===== src/pic_pkg.sv =====
// Package: register map, source tables and carriers of the interrupt controller
package pic_pkg;
	localparam int NUM_SRC = 29;
	localparam int NUM_INT = 23;
	localparam int NUM_REG = 6;

	// Register indices; the byte address on the bus is four times the index
	localparam logic [5:0] IDX_PRIO_A = 6'h00;
	localparam logic [5:0] IDX_PRIO_F = 6'h05;
	localparam logic [5:0] IDX_XFER_A = 6'h08;
	localparam logic [5:0] IDX_XFER_F = 6'h0D;
	localparam logic [5:0] IDX_SYS_ONE = 6'h10;
	localparam logic [5:0] IDX_SYS_TWO = 6'h11;
	localparam logic [5:0] IDX_STATUS = 6'h12;

	// Field positions and write masks
	localparam int BIT_NMI_EDGE = 4;
	localparam int BIT_REQ0_EN = 5;
	localparam int BIT_REQ1_EN = 6;
	localparam logic [7:0] SYS_ONE_MASK = 8'h70;
	localparam logic [7:0] SYS_TWO_MASK = 8'h0F;
	localparam logic [7:0] PRIO_MASK = 8'h77;
	localparam logic [7:0] PRIO_RSVD = 8'h88;
	localparam logic [7:0] REG_RESET = 8'h00;

	// Source slots: table order is also the tie order on equal levels
	localparam logic [4:0] SRC_REQ0 = 5'h00;
	localparam logic [4:0] SRC_REQ1 = 5'h02;

	// Bus answers
	localparam logic [1:0] RESP_OKAY = 2'h0;
	localparam logic [1:0] RESP_SLVERR = 2'h2;

	// Minimum-mode vector byte address per source; maximum mode doubles it
	localparam logic [7:0] VEC_MIN [NUM_SRC] = '{
		8'h40, 8'h42, 8'h48, 8'h50, 8'h52, 8'h58, 8'h5A,
		8'h60, 8'h62, 8'h64, 8'h66, 8'h68, 8'h6A, 8'h6C, 8'h6E,
		8'h70, 8'h72, 8'h74, 8'h76, 8'h78, 8'h7A, 8'h7C,
		8'h80, 8'h82, 8'h84, 8'h88, 8'h8A, 8'h8C, 8'h90};

	// Priority field per source: {register index, lower half}
	localparam logic [3:0] PRIO_FIELD [NUM_SRC] = '{
		4'h0, 4'h0, 4'h1, 4'h2, 4'h2, 4'h3, 4'h3,
		4'h4, 4'h4, 4'h4, 4'h4, 4'h5, 4'h5, 4'h5, 4'h5,
		4'h6, 4'h6, 4'h6, 4'h6, 4'h7, 4'h7, 4'h7,
		4'h8, 4'h8, 4'h8, 4'h9, 4'h9, 4'h9, 4'hA};

	// Transfer-enable bit per source: {exists, register index, bit}
	localparam logic [6:0] DTE_SEL [NUM_SRC] = '{
		7'h44, 7'h45, 7'h40, 7'h4C, 7'h4D, 7'h48, 7'h49,
		7'h50, 7'h51, 7'h52, 7'h00, 7'h54, 7'h55, 7'h56, 7'h00,
		7'h58, 7'h59, 7'h5A, 7'h00, 7'h5C, 7'h5D, 7'h00,
		7'h00, 7'h61, 7'h62, 7'h00, 7'h65, 7'h66, 7'h6C};

	typedef enum {ST_IDLE, ST_REQ, ST_SETTLE1, ST_SETTLE2} pic_state_t;

	typedef struct packed {
		logic [7:0] awaddr;
		logic awvalid;
		logic [31:0] wdata;
		logic [3:0] wstrb;
		logic wvalid;
		logic bready;
		logic [7:0] araddr;
		logic arvalid;
		logic rready;
	} pic_axi_req_t;

	typedef struct packed {
		logic awready;
		logic wready;
		logic bvalid;
		logic [1:0] bresp;
		logic arready;
		logic rvalid;
		logic [31:0] rdata;
		logic [1:0] rresp;
	} pic_axi_resp_t;

	typedef struct packed {
		logic req;
		logic [2:0] level;
		logic [8:0] vector;
		logic [4:0] source;
	} pic_svc_t;
endpackage : pic_pkg


===== src/pic_pin_sync.sv =====
// Two-flop synchroniser with edge detection for one external pin
`timescale 1ns/1ps
`default_nettype none
module pic_pin_sync (
	input wire logic core_clk,
	input wire logic nrst,
	input wire logic pinIn,
	output logic level,
	output logic fall,
	output logic rise
);
	logic meta;
	logic stable;
	logic prev;

	// Idle level is high; the first stage is never looked at
	always_ff @(posedge core_clk) begin
		if (!nrst) begin
			meta <= 1'b1;
			stable <= 1'b1;
			prev <= 1'b1;
		end else begin
			meta <= pinIn;
			stable <= meta;
			prev <= stable;
		end
	end

	assign level = stable;
	assign fall = prev & ~stable;
	assign rise = ~prev & stable;
endmodule : pic_pin_sync
`default_nettype wire


===== src/pic_controller.sv =====
// Prioritised interrupt controller with AXI4-Lite register access
//
// Chosen here: the AXI4-Lite slave port and the placing of the registers.
`timescale 1ns/1ps
`default_nettype none

////////////////////////////////////////////////////////////////////////////////
// How it works
// low request-zero pin counts only when enabled
// source holds request-zero low until accepted
// request zero level from priority A upper
// transfer A bit 4 routes request zero
// CPU service clears trace, loads mask level
// requests one to five sense falling edges
// request one to five individual enable bits
// request one to five share A/B fields
// edge latches clear when their service runs
// repeat during handler stays pending until unmasked
// transfer A/B bits route requests one-five
// twenty-three internal requests, own vectors each
// modules gate internal requests with enables
// one level per module for all requests
// fixed rank inside each module
// internal requests unlatched; software clears source
// level first, then fixed source order
// transfer C-F bits route internal sources, transfer A bit 5 the first one
// reset clears all priority registers
// two-byte or four-byte vector per source
// edge select bit picks nonmask edge
// forward only if level exceeds mask
// priority bits 7 and 3 read zero
// hold level and vector until acknowledged
module pic_controller (
	input wire logic core_clk,
	input wire logic nrst,
	input wire pic_pkg::pic_axi_req_t axiIn,
	output pic_pkg::pic_axi_resp_t axiOut,
	input wire logic extReqZeroN,
	input wire logic [4:0] extReqN,
	input wire logic nonmaskPin,
	input wire logic [22:0] intReq,
	input wire logic [2:0] cpuMaskLevel,
	input wire logic maxModeSel,
	input wire logic cpuAck,
	input wire logic dtcAck,
	input wire logic nmiAck,
	output pic_pkg::pic_svc_t cpuOut,
	output pic_pkg::pic_svc_t dtcOut,
	output logic nonmaskReq,
	output logic maskLoad,
	output logic [2:0] maskValue,
	output logic traceClear
);
	logic [7:0] prio [pic_pkg::NUM_REG];
	logic [7:0] xferEn [pic_pkg::NUM_REG];
	logic [7:0] sysOne;
	logic [7:0] sysTwo;
	logic [4:0] extLatch;
	logic [4:0] latchSet;
	logic [4:0] latchClr;
	logic [6:0] pinAll;
	logic [6:0] levelAll;
	logic [6:0] fallAll;
	logic [6:0] riseAll;
	logic req0Level;
	logic [pic_pkg::NUM_SRC-1:0] srcReq;
	logic [pic_pkg::NUM_SRC-1:0] srcToDtc;
	logic [2:0] srcLevel [pic_pkg::NUM_SRC];
	logic [2:0] bestLevel;
	logic [4:0] bestIdx;
	logic bestValid;
	logic winValidQ;
	logic [2:0] winLevelQ;
	logic [4:0] winIdxQ;
	logic accept;
	logic ackTaken;
	logic reqToDtc;
	logic [8:0] next_vector;
	logic nmiEdge;
	pic_pkg::pic_state_t state;
	logic awHeld;
	logic wHeld;
	logic [7:0] awAddrQ;
	logic [7:0] wDataQ;
	logic wLaneQ;
	logic doWrite;
	logic [5:0] wrIdx;
	logic [5:0] rdIdx;
	logic wrHit;
	logic rdHit;
	logic [7:0] rdByte;

	////////////////////////////////////////////////////////////////////////////////
	// Pin conditioning: bit 0 request zero, bits 1-5 requests one-five, bit 6 nonmask
	assign pinAll = {nonmaskPin, extReqN, extReqZeroN};
	for (genvar p = 0; p < 7; p++) begin : gPin
		pic_pin_sync uSync (
			.core_clk(core_clk),
			.nrst(nrst),
			.pinIn(pinAll[p]),
			.level(levelAll[p]),
			.fall(fallAll[p]),
			.rise(riseAll[p])
		);
	end

	// Level request; a pin released before acceptance simply drops out
	assign req0Level = ~levelAll[0] & sysOne[pic_pkg::BIT_REQ0_EN];

	// Edge latches; a new edge beats a clear in the same cycle
	assign latchSet = fallAll[5:1] & {sysTwo[3:0], sysOne[pic_pkg::BIT_REQ1_EN]};
	for (genvar k = 0; k < 5; k++) begin : gClr
		localparam logic [4:0] SLOT = pic_pkg::SRC_REQ1 + 5'(k);
		assign latchClr[k] = ackTaken && (state == pic_pkg::ST_REQ)
			&& ((cpuOut.req ? cpuOut.source : dtcOut.source) == SLOT);
	end

	// Nonmask edge, held until the CPU takes it
	assign nmiEdge = sysOne[pic_pkg::BIT_NMI_EDGE] ? riseAll[6] : fallAll[6];

	// Latched events; a set in the clearing cycle wins so no edge is lost
	always_ff @(posedge core_clk) begin
		if (!nrst) begin
			extLatch <= 5'h00;
			nonmaskReq <= 1'b0;
		end else begin
			extLatch <= (extLatch & ~latchClr) | latchSet;
			nonmaskReq <= (nonmaskReq & ~nmiAck) | nmiEdge;
		end
	end

	////////////////////////////////////////////////////////////////////////////////
	// Source vector in tie order; internal lines are levels, never latched here
	assign srcReq = {intReq[22:1], extLatch, intReq[0], req0Level};

	// Per-source level and route lookup
	for (genvar g = 0; g < pic_pkg::NUM_SRC; g++) begin : gSrc
		localparam logic [3:0] FLD = pic_pkg::PRIO_FIELD[g];
		localparam logic [6:0] DTE = pic_pkg::DTE_SEL[g];
		assign srcLevel[g] = FLD[0] ? prio[FLD[3:1]][2:0] : prio[FLD[3:1]][6:4];
		assign srcToDtc[g] = DTE[6] & xferEn[DTE[5:3]][DTE[2:0]];
	end

	// Highest level wins; strict compare keeps the lowest slot on ties
	always_comb begin
		bestLevel = 3'h0;
		bestIdx = 5'h00;
		bestValid = 1'b0;
		for (int i = 0; i < pic_pkg::NUM_SRC; i++) begin
			if (srcReq[i] && srcLevel[i] > bestLevel) begin
				bestLevel = srcLevel[i];
				bestIdx = 5'(i);
				bestValid = 1'b1;
			end
		end
	end

	// Registered winner: the decision takes two clocks from request to strobe
	always_ff @(posedge core_clk) begin
		if (!nrst) begin
			winValidQ <= 1'b0;
			winLevelQ <= 3'h0;
			winIdxQ <= 5'h00;
		end else begin
			winValidQ <= bestValid;
			winLevelQ <= bestLevel;
			winIdxQ <= bestIdx;
		end
	end

	// Stale winners are dropped if the source has since withdrawn
	assign accept = (state == pic_pkg::ST_IDLE) && winValidQ && srcReq[winIdxQ]
		&& (winLevelQ > cpuMaskLevel);
	assign reqToDtc = srcToDtc[winIdxQ];
	assign next_vector = maxModeSel ? {pic_pkg::VEC_MIN[winIdxQ], 1'b0}
		: {1'b0, pic_pkg::VEC_MIN[winIdxQ]};
	assign ackTaken = (cpuOut.req && cpuAck) || (dtcOut.req && dtcAck);

	////////////////////////////////////////////////////////////////////////////////
	// Service handshake; settle states let the CPU load its mask first
	always_ff @(posedge core_clk) begin
		if (!nrst) begin
			state <= pic_pkg::ST_IDLE;
			cpuOut <= '0;
			dtcOut <= '0;
			maskLoad <= 1'b0;
			maskValue <= 3'h0;
			traceClear <= 1'b0;
		end else begin
			maskLoad <= 1'b0;
			traceClear <= 1'b0;
			case (state)
				pic_pkg::ST_IDLE: begin
					if (accept) begin
						state <= pic_pkg::ST_REQ;
						if (reqToDtc) begin
							dtcOut <= '{1'b1, winLevelQ, next_vector, winIdxQ};
						end else begin
							cpuOut <= '{1'b1, winLevelQ, next_vector, winIdxQ};
						end
					end
				end
				pic_pkg::ST_REQ: begin
					if (ackTaken) begin
						state <= pic_pkg::ST_SETTLE1;
						cpuOut.req <= 1'b0;
						dtcOut.req <= 1'b0;
						if (cpuOut.req) begin
							maskLoad <= 1'b1;
							maskValue <= cpuOut.level;
							traceClear <= 1'b1;
						end
					end
				end
				pic_pkg::ST_SETTLE1: begin
					state <= pic_pkg::ST_SETTLE2;
				end
				default: begin
					state <= pic_pkg::ST_IDLE;
				end
			endcase
		end
	end

	////////////////////////////////////////////////////////////////////////////////
	// AXI4-Lite write path: address and data taken in any order
	assign doWrite = awHeld && wHeld && !axiOut.bvalid;
	assign wrIdx = awAddrQ[7:2];
	assign wrHit = (wrIdx <= pic_pkg::IDX_PRIO_F) || (wrIdx == pic_pkg::IDX_STATUS)
		|| (wrIdx >= pic_pkg::IDX_XFER_A && wrIdx <= pic_pkg::IDX_XFER_F)
		|| (wrIdx == pic_pkg::IDX_SYS_ONE) || (wrIdx == pic_pkg::IDX_SYS_TWO);

	// Read decode; unmapped words answer SLVERR with zero data
	assign rdIdx = axiIn.araddr[7:2];
	always_comb begin
		rdHit = 1'b1;
		if (rdIdx <= pic_pkg::IDX_PRIO_F) begin
			rdByte = prio[rdIdx[2:0]];
		end else if (rdIdx >= pic_pkg::IDX_XFER_A && rdIdx <= pic_pkg::IDX_XFER_F) begin
			rdByte = xferEn[3'(rdIdx - pic_pkg::IDX_XFER_A)];
		end else if (rdIdx == pic_pkg::IDX_SYS_ONE) begin
			rdByte = sysOne;
		end else if (rdIdx == pic_pkg::IDX_SYS_TWO) begin
			rdByte = sysTwo;
		end else if (rdIdx == pic_pkg::IDX_STATUS) begin
			rdByte = {nonmaskReq, 2'h0, extLatch};
		end else begin
			rdByte = 8'h00;
			rdHit = 1'b0;
		end
	end

	// Bus handshake; ready drops after a take and returns once the answer is taken
	always_ff @(posedge core_clk) begin
		if (!nrst) begin
			axiOut <= '{1'b1, 1'b1, 1'b0, pic_pkg::RESP_OKAY, 1'b1, 1'b0, 32'h00000000,
				pic_pkg::RESP_OKAY};
			awHeld <= 1'b0;
			wHeld <= 1'b0;
			awAddrQ <= 8'h00;
			wDataQ <= 8'h00;
			wLaneQ <= 1'b0;
		end else begin
			if (axiOut.awready && axiIn.awvalid) begin
				awHeld <= 1'b1;
				awAddrQ <= axiIn.awaddr;
				axiOut.awready <= 1'b0;
			end
			if (axiOut.wready && axiIn.wvalid) begin
				wHeld <= 1'b1;
				wDataQ <= axiIn.wdata[7:0];
				wLaneQ <= axiIn.wstrb[0];
				axiOut.wready <= 1'b0;
			end
			if (doWrite) begin
				awHeld <= 1'b0;
				wHeld <= 1'b0;
				axiOut.bvalid <= 1'b1;
				axiOut.bresp <= wrHit ? pic_pkg::RESP_OKAY : pic_pkg::RESP_SLVERR;
			end
			if (axiOut.bvalid && axiIn.bready) begin
				axiOut.bvalid <= 1'b0;
				axiOut.awready <= 1'b1;
				axiOut.wready <= 1'b1;
			end
			if (axiOut.arready && axiIn.arvalid) begin
				axiOut.arready <= 1'b0;
				axiOut.rvalid <= 1'b1;
				axiOut.rdata <= {24'h000000, rdByte};
				axiOut.rresp <= rdHit ? pic_pkg::RESP_OKAY : pic_pkg::RESP_SLVERR;
			end
			if (axiOut.rvalid && axiIn.rready) begin
				axiOut.rvalid <= 1'b0;
				axiOut.arready <= 1'b1;
			end
		end
	end

	// Register file; reset leaves every maskable source at level zero
	always_ff @(posedge core_clk) begin
		if (!nrst) begin
			for (int r = 0; r < pic_pkg::NUM_REG; r++) begin
				prio[r] <= pic_pkg::REG_RESET;
				xferEn[r] <= pic_pkg::REG_RESET;
			end
			sysOne <= pic_pkg::REG_RESET;
			sysTwo <= pic_pkg::REG_RESET;
		end else if (doWrite && wLaneQ) begin
			if (wrIdx <= pic_pkg::IDX_PRIO_F) begin
				prio[wrIdx[2:0]] <= wDataQ & pic_pkg::PRIO_MASK;
			end else if (wrIdx >= pic_pkg::IDX_XFER_A && wrIdx <= pic_pkg::IDX_XFER_F) begin
				xferEn[3'(wrIdx - pic_pkg::IDX_XFER_A)] <= wDataQ;
			end else if (wrIdx == pic_pkg::IDX_SYS_ONE) begin
				sysOne <= wDataQ & pic_pkg::SYS_ONE_MASK;
			end else if (wrIdx == pic_pkg::IDX_SYS_TWO) begin
				sysTwo <= wDataQ & pic_pkg::SYS_TWO_MASK;
			end
		end
	end
endmodule : pic_controller
`default_nettype wire


===== config.mk =====
export PLATFORM = sky130hd
export DESIGN_NAME = pic_controller
export DESIGN_NICKNAME = d
export VERILOG_FILES = /design/src/pic_pkg.sv /design/src/pic_pin_sync.sv /design/src/pic_controller.sv
export SDC_FILE = /design/constraint.sdc
export NUM_CORES = 1
export LEC_CHECK = 0
export ABC_AREA = 1
export CELL_PAD_IN_SITES_DETAIL_PLACEMENT = 1
export CELL_PAD_IN_SITES_GLOBAL_PLACEMENT = 1
export CORE_MARGIN = 2
export CORE_UTILIZATION = 47
export DETAILED_ROUTE_END_ITERATION = 8
export DONT_BUFFER_PORTS = 1
export PLACE_DENSITY_LB_ADDON = 0.12
export SLEW_MARGIN = 15
export SYNTH_ARGS = -nofsm -noshare
export SYNTH_HDL_FRONTEND = slang
export SYNTH_SLANG_ARGS = --single-unit

===== constraint.sdc =====
create_clock -name core_clk -period 32.8 [get_ports core_clk]
set_clock_uncertainty 0.05 [all_clocks]
set_input_delay 3.28 -clock core_clk [delete_from_list [all_inputs] [get_ports core_clk]]
set_output_delay 3.28 -clock core_clk [all_outputs]
set_load 0.05 [all_outputs]

Yosys cells after proc, flatten, opt, wreduce, memory -nomap -nowiden
Memory sizes are Yosys's and may differ from the RTL's.
Cells that the tools add are included.
Word-level totals
  register bits after elaboration: 150
  RAM bits: 84
  ROM bits: 256
  input bits: 96
  output and inout port bits: 83
  word-level logic and storage cells: 350
  memories kept: 3
Memory list
  (no name shown): words 32, bits a word 8, rd ports 1, clocked after memory_dff 0, wr ports 0, line pic_controller.sv:176  | : {1'b0, pic_pkg::VEC_MIN[winIdxQ]};
  xferEn: words 6, bits a word 8, rd ports 7, clocked after memory_dff 0, wr ports 6, line pic_controller.sv:55  | logic [7:0] xferEn [pic_pkg::NUM_REG];
  prio: words 6, bits a word 6, rd ports 7, clocked after memory_dff 0, wr ports 6, line pic_controller.sv:54  | logic [7:0] prio [pic_pkg::NUM_REG];
Operators by class
  $add $sub $neg: 2
  magnitude comparators: 38
  equal/unequal tests: 18
  multiplexer cells: 134
  bitwise logic cells: 29
  reduce and logical (&&, ||, !) cells: 74
Operators by type and width (count)
  $mux 3: 35
  $pmux 32 s3: 1
  $mux 5: 19
  $gt 3x3->1: 29
  $mux 18: 4
  $eq 32x2->1 const B: 2
  $logic_not 32->1: 2
  $mux 32: 2
  $mux 8: 8
  $mux 1: 52
  $logic_and 1x1->1: 50
  $eq 6x5->1 const B: 6
  $eq 32x1->1 const B: 1
  $eq 5x3->1 const B: 3
  $not 1->1: 14
  $ge 6x4->1 const B: 2
  $le 6x3->1 const B: 2
  $le 6x4->1 const B: 2
  $mux 4: 3
  $reduce_and 3->1: 4
  $reduce_and 4->1: 3
  $and 5x5->5: 2
  $bmux 1 s5: 2
  $eq 5x2->1 const B: 2
  22 further kinds: 45

Depth between registers and ports, before layout
Gate-level depths: netlist of run 1.
  depth in word-level cells: 88
  mapped depth: 203
  mapped depth without buffers: 199

Hierarchy
From an unflattened synthesis of run 1, not the netlist that was laid out.
Unflattened totals
  cells, all modules: 1744
  area, all modules: 12897.4 µm²
By module, submodules not included
  pic_controller: instances 1, cells each 1660, area an instance 12240.5 µm², seq. area each 4524.3 µm²
  pic_pin_sync: instances 7, cells each 12, area an instance 93.8 µm², seq. area each 60.1 µm²

Worst setup path after synthesis of run 1
OpenSTA, ideal clock, no wires.
  path type: input-to-reg
  from: input intReq[0]
  to: register winValidQ
  setup time: 0.134 ns
  arrival: 25.562 ns
  required time: 32.616 ns
  setup slack: 7.054 ns
  stages: 141
  buffers on the path: 4
  cell sequence: inv_1 -> nand2_4 -> nand2_1 -> nor2_1 -> ha_1 -> o21ai_0 -> nand2_2 -> nand3_4 -> nand2_4 -> o21ai_0 -> ha_1 -> nand4_1 -> nand3_1 -> buf_2 -> o21ai_0 -> ha_1 -> a21oi_4 -> nand2_2 -> [105 not listed] -> nand2_1 -> nand2_1 -> o21ai_1 -> inv_1 -> ha_1 -> nand2_1 -> inv_1 -> a21boi_2 -> nand2_2 -> nand2_1 -> and2_1 -> ha_1 -> nand2_1 -> nor2_1 -> a211oi_1 -> nor2_1 -> nor4_1 -> a31oi_1
Between the ends
  longest elaborated chain between the ends: 83
  elaborated cells on any way between the ends: 110
  those cells by class: order compare: 27; mux: 55; reduce/logical: 28
Ends and longest elaborated chain
  start, declared: line pic_controller.sv:41  | input wire logic [22:0] intReq,
  $logic_and 1x1->1 (*): line pic_controller.sv:150  | if (srcReq[i] && srcLevel[i] > bestLevel) begin
  $mux 3: line pic_controller.sv:150
  $gt 3x3->1: line pic_controller.sv:150
  $logic_and 1x1->1: line pic_controller.sv:150
  $mux 3: line pic_controller.sv:150
  $gt 3x3->1: line pic_controller.sv:150
  $logic_and 1x1->1: line pic_controller.sv:150
  $mux 3: line pic_controller.sv:150
  [67 not listed]
  $logic_and 1x1->1: line pic_controller.sv:150
  $mux 3: line pic_controller.sv:150
  $gt 3x3->1: line pic_controller.sv:150
  $logic_and 1x1->1: line pic_controller.sv:150
  $mux 3: line pic_controller.sv:150
  $gt 3x3->1: line pic_controller.sv:150
  $logic_and 1x1->1: line pic_controller.sv:150
  $mux 1 (*): line pic_controller.sv:150
  end signal, assigned: line pic_controller.sv:165  | winValidQ <= bestValid;
  end, declared: line pic_controller.sv:72  | logic winValidQ;
Mark *: on every way between the ends. The rest lies on a longest branch, timed or not.
A chain may end at the register's enable or synchronous reset.

Worst setup path after layout of run 1
Ends and elaborated chain as after synthesis.

==> summary.txt, run 1 <==
Status -> completed
Int Power -> 0.745 mW
I/O pin cnt -> 179
Max-slew violations -> 0
Hold path depth -> 1
Sequential element share of the synthesized area -> 38.6%
Share of cells above drive strength 1 -> 10.8%
Hold_buf cts -> 0
Psw -> 0.865 mW
Worst Max-Slew Pin Slew -> 1.03 ns
Std-Cell Core Area -> 26200 sq um
CP Class -> input pin to flop
Initial antenna violation count -> 0
Syn. warnings -> 0
PwrDens -> 120 nW/um^2
Req. time, crit path -> 33.06 ns
Row cnt -> 59
Worst r2r path cells -> 137
Clock network power share -> 14.1%
Post-synth EDFFs -> 86
Vias in the first global route -> 11667
Logic pwr share -> 65.6%
Post-CTS setup buffer count -> 0
CP Data Arrival Time -> 29.11 ns
Leak Pwr -> 5.81 nW
Total Wirelength -> 40600 microns
H-tree Lvls -> 4
Hold path start -> gPin[0].uSync.meta$_SDFF_PN1_
CP peak stage delay -> 0.36 ns
Die H -> 168 microns
CTS clock-pin slew for the worst setup and hold paths -> 0.08 ns
Via density -> 5.71
Routed WL per cell -> 20.0 microns
Sw frac -> 53.7%
Fmax -> 34.7 MHz
# DRC -> 0
Setup WS pre-CTS -> 3.42 ns
Clock latency on the worst-skew pair -> 0.45 ns
Global router's overall resource usage -> 29.1%
Final worst slack -> 3.95 ns
MaxCap Viol Count -> 0
RSZ-0062 raised after global routing -> no
Post-Synthesis Cells -> 1704
Longest Clk Path Bufs -> 2
Via count of the routed design -> 11573
Setup crit start kind -> input pin
Overflow after GRT -> 0
Die Area -> 28100 sq um
Placer congestion estimate -> 0.872
R2R Setup Slk -> 6.21 ns
Fraction of registers with async set/reset -> 0%
Num CTS Buffers -> 17
Total power -> 1.61 mW
Finish-stage setup viols -> 0
Max VDD drop -> 0.000104 V
Top_reg_cell synth -> dfxtp_1
Drt initial violations -> 996
Worst R2R End -> winValidQ$_SDFF_PN0_
Area grow syn2layout -> 6.30%
Cell area after synthesis -> 12600 sq um
CTS tree -> yes
Global-route wire length before repair -> 64300 microns
Hold Crit Class -> flop to flop
Clk sinks -> 200
Unique masters post-synth -> 50
Worst r2r src -> prio[0][3]$_SDFFCE_PN0P_
Tcrit/Tclk final -> 87.9%
Setup crit end kind -> flop
Hold endpoint -> gPin[0].uSync.level$_SDFF_PN1_
Antenna cells -> 0
Post-route setup TNS -> 0 ns
PostCTS Resize Cnt -> 0
Commonest non-fill, non-tap cells in the layout -> 280 x nand2_1, 220 x inv_1, 182 x nor2_1
Starting density of the core -> 48.1%
Crit Path Max Fanout -> 12
HPWL Detailed -> 30800 microns
Commonest non-fill, non-tap cell in the layout -> nand2_1
Register bit total from synthesis -> 200
Pin count of the biggest net entering global routing -> 78
CP dominant cell by count -> ha_1
Nets -> 1818
Number of port buffers -> 0
Syn_area_per_cell -> 7.40 sq um
Reg power frac -> 20.2%
Detail Route Antenna Nets -> 0
TritonRoute pass-1 iters -> 5
Slowest CP cell -> o21ai_0
Clock Tree Root -> clkbuf_16
Rel. slew slack -> 30.8%
Final hold violations -> 0
Fill cells -> 3385
Post-layout min period -> 28.85 ns
Die W -> 168 microns
==> Yosys cell counts (2+ instances only) <==
cell | number | area share, %
nand3_4 | 2 | 0.28
o22ai_1 | 5 | 0.25
a31oi_1 | 10 | 0.50
inv_1 | 220 | 6.6
inv_2 | 4 | 0.12
o21a_1 | 5 | 0.30
o211ai_1 | 26 | 1.5
clkbuf_1 | 42 | 1.3
o21ai_1 | 9 | 0.36
o21ai_0 | 173 | 6.9
edfxtp_1 | 86 | 20
a211oi_1 | 4 | 0.24
ha_1 | 42 | 4.2
o221ai_1 | 4 | 0.28
or2_2 | 23 | 1.1
and2_1 | 2 | 0.099
a21oi_4 | 10 | 1.3
nand3_2 | 9 | 0.71
nand3_1 | 134 | 5.3
a22oi_1 | 6 | 0.36
nor3_1 | 16 | 0.64
or2_1 | 6 | 0.30
buf_1 | 2 | 0.060
nand2_2 | 44 | 2.2
a21oi_1 | 120 | 4.8
nand2_4 | 34 | 3.0
dfxtp_1 | 114 | 18
nand2_1 | 280 | 8.3
a21oi_2 | 5 | 0.35
clkinv_1 | 10 | 0.30
nor2_1 | 183 | 5.4
nand4_1 | 11 | 0.55
buf_4 | 31 | 1.8
o31ai_1 | 2 | 0.12
nor2_2 | 12 | 0.60
a221o_1 | 4 | 0.32
==> power groups by stage <==
stage | Clock (mW) | Sequential (mW) | Combinational (mW)
after detailed placement | 0 | 0.331 | 1.05
after global placement | 0 | 0.330 | 1.01
after CTS | 0.229 | 0.325 | 1.06
after global routing | 0.238 | 0.328 | 1.21
final | 0.228 | 0.325 | 1.06
after floorplan | 0 | 0.321 | 0.849
==> worst max-delay path, delay by kind of cell <==
family,cells,cell delay [ns]
and+or+nand+nor,62,7.12
adders and majority gates,27,7.96
buffers and inverters,3,0.17
AOI/OAI and AO/OA,45,10.54
==> cells by family after synthesis <==
logic type                 after synthesis  share of synthesized area, %
AOI/OAI and AO/OA                      391                          18.1
buffers and inverters                  311                          10.3
muxes                                    1                        0.0794
other                                    1                        0.0297
DFF                                    200                          38.6
adders and majority gates               42                          4.17
and+or+nand+nor                        758                          28.7
==> registers in the layout (all words and copies together), names as in the netlist, 6 cells and up <==
name              cells
axiOut               15
xferEn               48
wDataQ                8
gPin.uSync.prev       6
dtcOut               17
gPin.uSync.meta       7
prio                 38
cpuOut               17
gPin.uSync.level      7
awAddrQ               6
==> area by class of cell <==
cell class / count / area, sq um / area share (%)
inverter: 234 / 878 / 6.55
clock inverter: 14 / 190 / 1.42
tap: 335 / 419 / 3.13
clock buffer: 18 / 450 / 3.36
sequential: 200 / 4860 / 36.3
timing repair buffer: 5 / 37.5 / 0.280
multi-input combinational: 1222 / 6560 / 49.0
==> worst max path at each step <==
stage | startpoint | to | slack (ns) | cells past startpoint
3_3_place_gp | intReq[0] | winValidQ$_SDFF_PN0_ | 4.15 | 137
6_report | intReq[0] | winValidQ$_SDFF_PN0_ | 3.95 | 137
3_5_place_dp | intReq[0] | winValidQ$_SDFF_PN0_ | 3.42 | 137
4_1_cts | intReq[0] | winValidQ$_SDFF_PN0_ | 3.78 | 137
2_1_floorplan | intReq[0] | winValidQ$_SDFF_PN0_ | 7.05 | 141
5_1_grt | intReq[0] | winValidQ$_SDFF_PN0_ | 1.06 | 140
==> routing by layer <==
layer,GRT usage (%),share of wire (%),vias to the layer above
li1,-,-,5562
met1,37.8,43,5608
met2,50.5,49,358
met3,4.25,6.0,45
met4,8.09,2.0,0
met5,0,0,-
==> stage by stage <==
stage	cells	hold WS (ns)	utilization [%]	instance area, sq um
after detailed placement	1996	0.351	48.7	12800
final	2028	0.370	51.1	13400
after global placement	1996	0.344	48.7	12800
after floorplan	1733	0.342	-	12700
after CTS	2028	0.376	51.1	13400
after global routing	2028	0.391	51.1	13400
Power figures use the tool's default switching activity.
==> run 2, diff against run 1 <==
Settings changed: RECOVER_POWER from default to 50.
==> run 2 against run 1 <==
  * The flow now finishes with violations (max-capacitance violations, max-slew violations)
  * Count of clock-buffer cells in the layout is the same
  * Cell count is the same
  * Core utilization is essentially flat
==> summary.txt, run 2 (synthesis results as in run 1) <==
Status -> complete, but fails checks
Failing checks -> max-capacitance violations, max-slew violations
Critical Path Source -> intReq[0]
CTS clock-pin slew for the worst setup and hold paths -> 0.08 ns
CP peak stage delay -> 0.36 ns
Tcrit/Tclk final -> 88.3%
Setup crit start kind -> input pin
Worst Max-Slew Pin Slew -> 2.18 ns
CTS tree -> yes
# DRC -> 0
Global-route wire length before repair -> 64300 microns
Post-route setup TNS -> 0 ns
Buf/Inv on CP -> 3
Placer congestion estimate -> 0.872
Row cnt -> 59
Die H -> 168 microns
PwrDens -> 120 nW/um^2
Hold Crit Class -> flop to flop
Post-layout min period -> 28.95 ns
Clock Tree Root -> clkbuf_16
Leak Pwr -> 5.80 nW
Die Area -> 28100 sq um
Starting density of the core -> 48.1%
Total Wirelength -> 40700 microns
CP Class -> input pin to flop
CP dominant cell by count -> ha_1
Vias in the first global route -> 11667
TritonRoute pass-1 iters -> 5
Post-CTS setup buffer count -> 0
Via count of the routed design -> 11608
Max-slew violations -> 57
WP depth -> 137
PostCTS Resize Cnt -> 0
Max VDD drop -> 0.000104 V
Slowest CP cell -> o21ai_0
Setup crit end kind -> flop
Antenna cells -> 0
Overflow after GRT -> 0
Std-Cell Core Area -> 26200 sq um
CP endpoint -> winValidQ$_SDFF_PN0_
Reg with most FFs -> xferEn
Commonest non-fill, non-tap cell in the layout -> nand2_1
Pin count of the biggest net entering global routing -> 78
Worst R2R End -> winValidQ$_SDFF_PN0_
Clk sinks -> 200
R2R Setup Slk -> 6.11 ns
HPWL Detailed -> 30800 microns
Hold_buf cts -> 0
Worst r2r src -> prio[0][3]$_SDFFCE_PN0P_
Number of port buffers -> 0
Non-Filler Instances -> 2028
Drt initial violations -> 997
Nets -> 1818
Area grow syn2layout -> 6.27%
Finish-stage setup viols -> 0
Fmax -> 34.5 MHz
Worst r2r path cells -> 137
CP Data Arrival Time -> 29.12 ns
Placed cells -> 1996
Global router's overall resource usage -> 29.1%
Via density -> 5.72
Final hold violations -> 0
Detail Route Antenna Nets -> 0
MaxCap Viol Count -> 2
Die W -> 168 microns
I/O pin cnt -> 179
Share of cells above drive strength 1 -> 10.8%
Delay-heaviest family, CP -> compound AO/OA/AOI/OAI gates
Commonest non-fill, non-tap cells in the layout -> 280 x nand2_1, 220 x inv_1, 182 x nor2_1
Initial antenna violation count -> 0
Largest registers -> xferEn (48), prio (38)
Routed WL per cell -> 20.1 microns
Rel. slew slack -> -45.2%
Crit Path Max Fanout -> 12
Req. time, crit path -> 32.97 ns
H-tree Lvls -> 4
Longest Clk Path Bufs -> 2
Max FFs per register -> 48
Num CTS Buffers -> 17
Clock latency on the worst-skew pair -> 0.45 ns
RSZ-0062 raised after global routing -> no
## run 2: changes by cell type in the layout (fill, tap and decap cells not counted)
cell      delta
buf_4        -1
o21ai_1      -1
clkbuf_1     +1
o21ai_0      +1
## run 2: layout make-up
class,count,area [sq um]
fill,3387,12800
multi-input combinational,1222,6560
sequential,200,4860
inverter,234,878
clock buffer,18,450
tap,335,419
clock inverter,14,190
timing repair buffer,5,33.8
## run 2: worst min path at each step
stage,slack (ns),cells after the start,start,endpoint
after floorplan,0.34,2,gPin[1].uSync.level$_SDFF_PN1_,gPin[1].uSync.prev$_SDFF_PN1_
after global placement,0.34,1,gPin[5].uSync.meta$_SDFF_PN1_,gPin[5].uSync.level$_SDFF_PN1_
after detailed placement,0.35,1,gPin[3].uSync.meta$_SDFF_PN1_,gPin[3].uSync.level$_SDFF_PN1_
after CTS,0.38,1,gPin[0].uSync.meta$_SDFF_PN1_,gPin[0].uSync.level$_SDFF_PN1_
after global routing,0.39,1,gPin[0].uSync.meta$_SDFF_PN1_,gPin[0].uSync.level$_SDFF_PN1_
final,0.37,1,gPin[0].uSync.meta$_SDFF_PN1_,gPin[0].uSync.level$_SDFF_PN1_
## run 2: where the power goes
group	leakage [nW]	total [mW]	internal (mW)	switching, mW
registers	1.82	0.326	0.282	0.0435
clock network	0.311	0.228	0.111	0.116
logic	3.67	1.06	0.351	0.706
## run 2: through the flow
stage | setup slack [ns] | util (%) | power [mW] | hold slack (ns) | cell area (sq um)
floorplan | 7.05 | - | 1.17 | 0.342 | 12700
global placement | 4.15 | 48.7 | 1.34 | 0.344 | 12800
detailed placement | 3.42 | 48.7 | 1.38 | 0.351 | 12800
CTS | 3.78 | 51.1 | 1.61 | 0.376 | 13400
global route | 0.955 | 51.1 | 1.77 | 0.391 | 13400
finish | 3.85 | 51.1 | 1.61 | 0.370 | 13400
## run 2: routing by layer
metal	routed length (microns)	up-vias	share of wire (%)	global-route usage, %
met5	0	-	0	0
met4	861	0	2.1	8.09
met3	2410	49	5.9	4.25
met2	19900	348	49	50.5
met1	17500	5648	43	37.8
li1	-	5563	-	-
==> run 3, diff against run 2 <==
--- a/config.mk
+++ b/config.mk
@@ -11,3 +11,3 @@
 export CORE_MARGIN = 2
-export CORE_UTILIZATION = 47
+export CORE_UTILIZATION = 50
 export DETAILED_ROUTE_END_ITERATION = 8
==> constraint.sdc (replaced) <==
create_clock -name core_clk -period 35.9 [get_ports core_clk]
set_clock_uncertainty 0.05 [all_clocks]
set_input_delay 3.59 -clock core_clk [delete_from_list [all_inputs] [get_ports core_clk]]
set_output_delay 3.59 -clock core_clk [all_outputs]
set_load 0.02 [all_outputs]
==> run 3 against run 2 <==
  * The run still ends with max-capacitance violations, max-slew violations left
  * Cell count is 0.15% lower
  * Core utilization is 2.5 points higher
  * Critical path depth stayed put
  * Register-to-register slack better by 3.2 ns
  * Via count is 0.30% higher
  * Sequential share of layout area is 0.058 points higher
  * First-iteration DRC count is 0.70% higher
  * Count of clock-buffer cells in the layout stayed put
  * Worst setup slack better by 2.8 ns
  * Sequential cell count stayed put
  * Critical path type unchanged
==> summary.txt, run 3 (synthesis results as in run 1) <==
Placer congestion estimate -> 0.971
Vias in the first global route -> 11855
Area grow syn2layout -> 6.10%
Hold_buf cts -> 0
Share of cells above drive strength 1 -> 10.9%
Post-CTS setup buffer count -> 0
Max VDD drop -> 0.000147 V
Nets -> 1820
Commonest non-fill, non-tap cell in the layout -> nand2_1
Seq. cell area -> 4860 sq um
MaxCap Viol Count -> 1
Max-slew violations -> 47
CP peak stage delay -> 0.47 ns
Row cnt -> 58
Post-route setup TNS -> 0 ns
Clk sinks -> 200
Antenna cells -> 0
CTS clock-pin slew for the worst setup and hold paths -> 0.08 ns
Finish-stage setup viols -> 0
Delay-heaviest family, CP -> compound AO/OA/AOI/OAI gates
Pin count of the biggest net entering global routing -> 78
Failing checks -> max-capacitance violations, max-slew violations
Global-route wire length before repair -> 62900 microns
PostCTS Resize Cnt -> 0
Die H -> 163 microns
Non-Filler Instances -> 2025
Hold Crit Class -> flop to flop
Die W -> 163 microns
Overflow after GRT -> 0
PwrDens -> 109 nW/um^2
Setup crit end kind -> flop
Final hold violations -> 0
R2R Setup Slk -> 9.30 ns
Via density -> 5.75
Status -> complete, but fails checks
Std-Cell Core Area -> 25000 sq um
Hold endpoint -> gPin[6].uSync.level$_SDFF_PN1_
Worst Max-Slew Pin Slew -> 2.10 ns
CP dominant cell by count -> ha_1
Via count of the routed design -> 11643
Num CTS Buffers -> 17
Slowest CP cell -> nor4_1
Global router's overall resource usage -> 30.6%
CTS tree -> yes
Longest Clk Path Bufs -> 2
Commonest non-fill, non-tap cells in the layout -> 280 x nand2_1, 220 x inv_1, 182 x nor2_1
Drt initial violations -> 1004
Die Area -> 26500 sq um
Total Wirelength -> 40700 microns
Critical Path Source -> intReq[0]
Worst r2r path cells -> 138
WP depth -> 137
Post-layout min period -> 29.21 ns
Starting density of the core -> 50.5%
RSZ-0062 raised after global routing -> no
Hold path depth -> 1
Routed WL per cell -> 20.1 microns
Hold path start -> gPin[6].uSync.meta$_SDFF_PN1_
Initial antenna violation count -> 0
Multi-input logic area -> 6560 sq um
TritonRoute pass-1 iters -> 5
Rel. slew slack -> -40.1%
Leak Pwr -> 5.80 nW
I/O pin cnt -> 179
Largest registers -> xferEn (48), prio (38)
Fill cells -> 3237
Reg with most FFs -> xferEn
# DRC -> 0
HPWL Detailed -> 30300 microns
Req. time, crit path -> 36.07 ns
Crit Path Max Fanout -> 12
Detail Route Antenna Nets -> 0
Setup crit start kind -> input pin
Fmax -> 34.2 MHz
Max FFs per register -> 48
CP Class -> input pin to flop
Clock latency on the worst-skew pair -> 0.44 ns
Clock Tree Root -> clkbuf_16
Tcrit/Tclk final -> 81.4%
Worst r2r src -> gPin[0].uSync.level$_SDFF_PN1_
H-tree Lvls -> 4
Buf/Inv on CP -> 3
Placed cells -> 1993
Worst R2R End -> winValidQ$_SDFF_PN0_
Number of port buffers -> 0
CP Data Arrival Time -> 29.38 ns
-- run 3: cell types whose count changed in the layout (fill, tap and decap cells not counted), sizes merged --
cell / previous run / this run
inv: 236 / 232
clkinv: 12 / 16
buf: 4 / 6
-- run 3: report_power, final --
group          internal [mW]  total, mW  switching, mW
combinational          0.323      0.975          0.652
clock                 0.0971      0.199          0.102
sequential             0.258      0.284         0.0266
-- run 3: worst max-delay path by stage --
stage                     slack [ns]              endpoint
after CTS                       6.65  winValidQ$_SDFF_PN0_
final                           6.69  winValidQ$_SDFF_PN0_
after global placement          7.10  winValidQ$_SDFF_PN0_
after global routing            3.97  winValidQ$_SDFF_PN0_
after detailed placement        6.34  winValidQ$_SDFF_PN0_
after floorplan                 9.84  winValidQ$_SDFF_PN0_
-- run 3: routing by layer --
layer  GRT usage [%]  wire length (microns)  vias to the layer above
met5               0                      0                        -
met4            14.6                   1840                        0
met3            3.74                   2310                      107
met2            54.0                  20000                      392
met1            37.0                  16600                     5587
li1                -                      -                     5557
-- run 3: cell type report --
class / instances / share of cell area (%)
tap: 330 / 3.09
clock buffer: 18 / 3.28
inverter: 234 / 6.57
multi-input combinational: 1222 / 49.0
timing repair buffer: 7 / 0.365
clock inverter: 14 / 1.28
sequential: 200 / 36.4
-- run 3: worst register-to-register path: cells and delay by family, from the launching register on --
kind / cells / cell delay [ns]
simple gates: 63 / 7.37
flops: 1 / 0.35
buf+inv: 3 / 0.19
compound gates: 45 / 10.48
fa+ha+maj: 27 / 7.96
-- run 3: metrics by stage --
step           power (mW)  hold slack, ns  area, sq um  worst slack [ns]  utilization [%]
2_1_floorplan        1.05           0.342        12700              9.84                -
4_1_cts              1.46           0.370        13400              6.65             53.6
5_1_grt              1.60           0.383        13400              3.97             53.6
6_report             1.46           0.367        13400              6.69             53.6
3_5_place_dp         1.25           0.349        12800              6.34             51.1
3_3_place_gp         1.21           0.345        12800              7.10             51.1
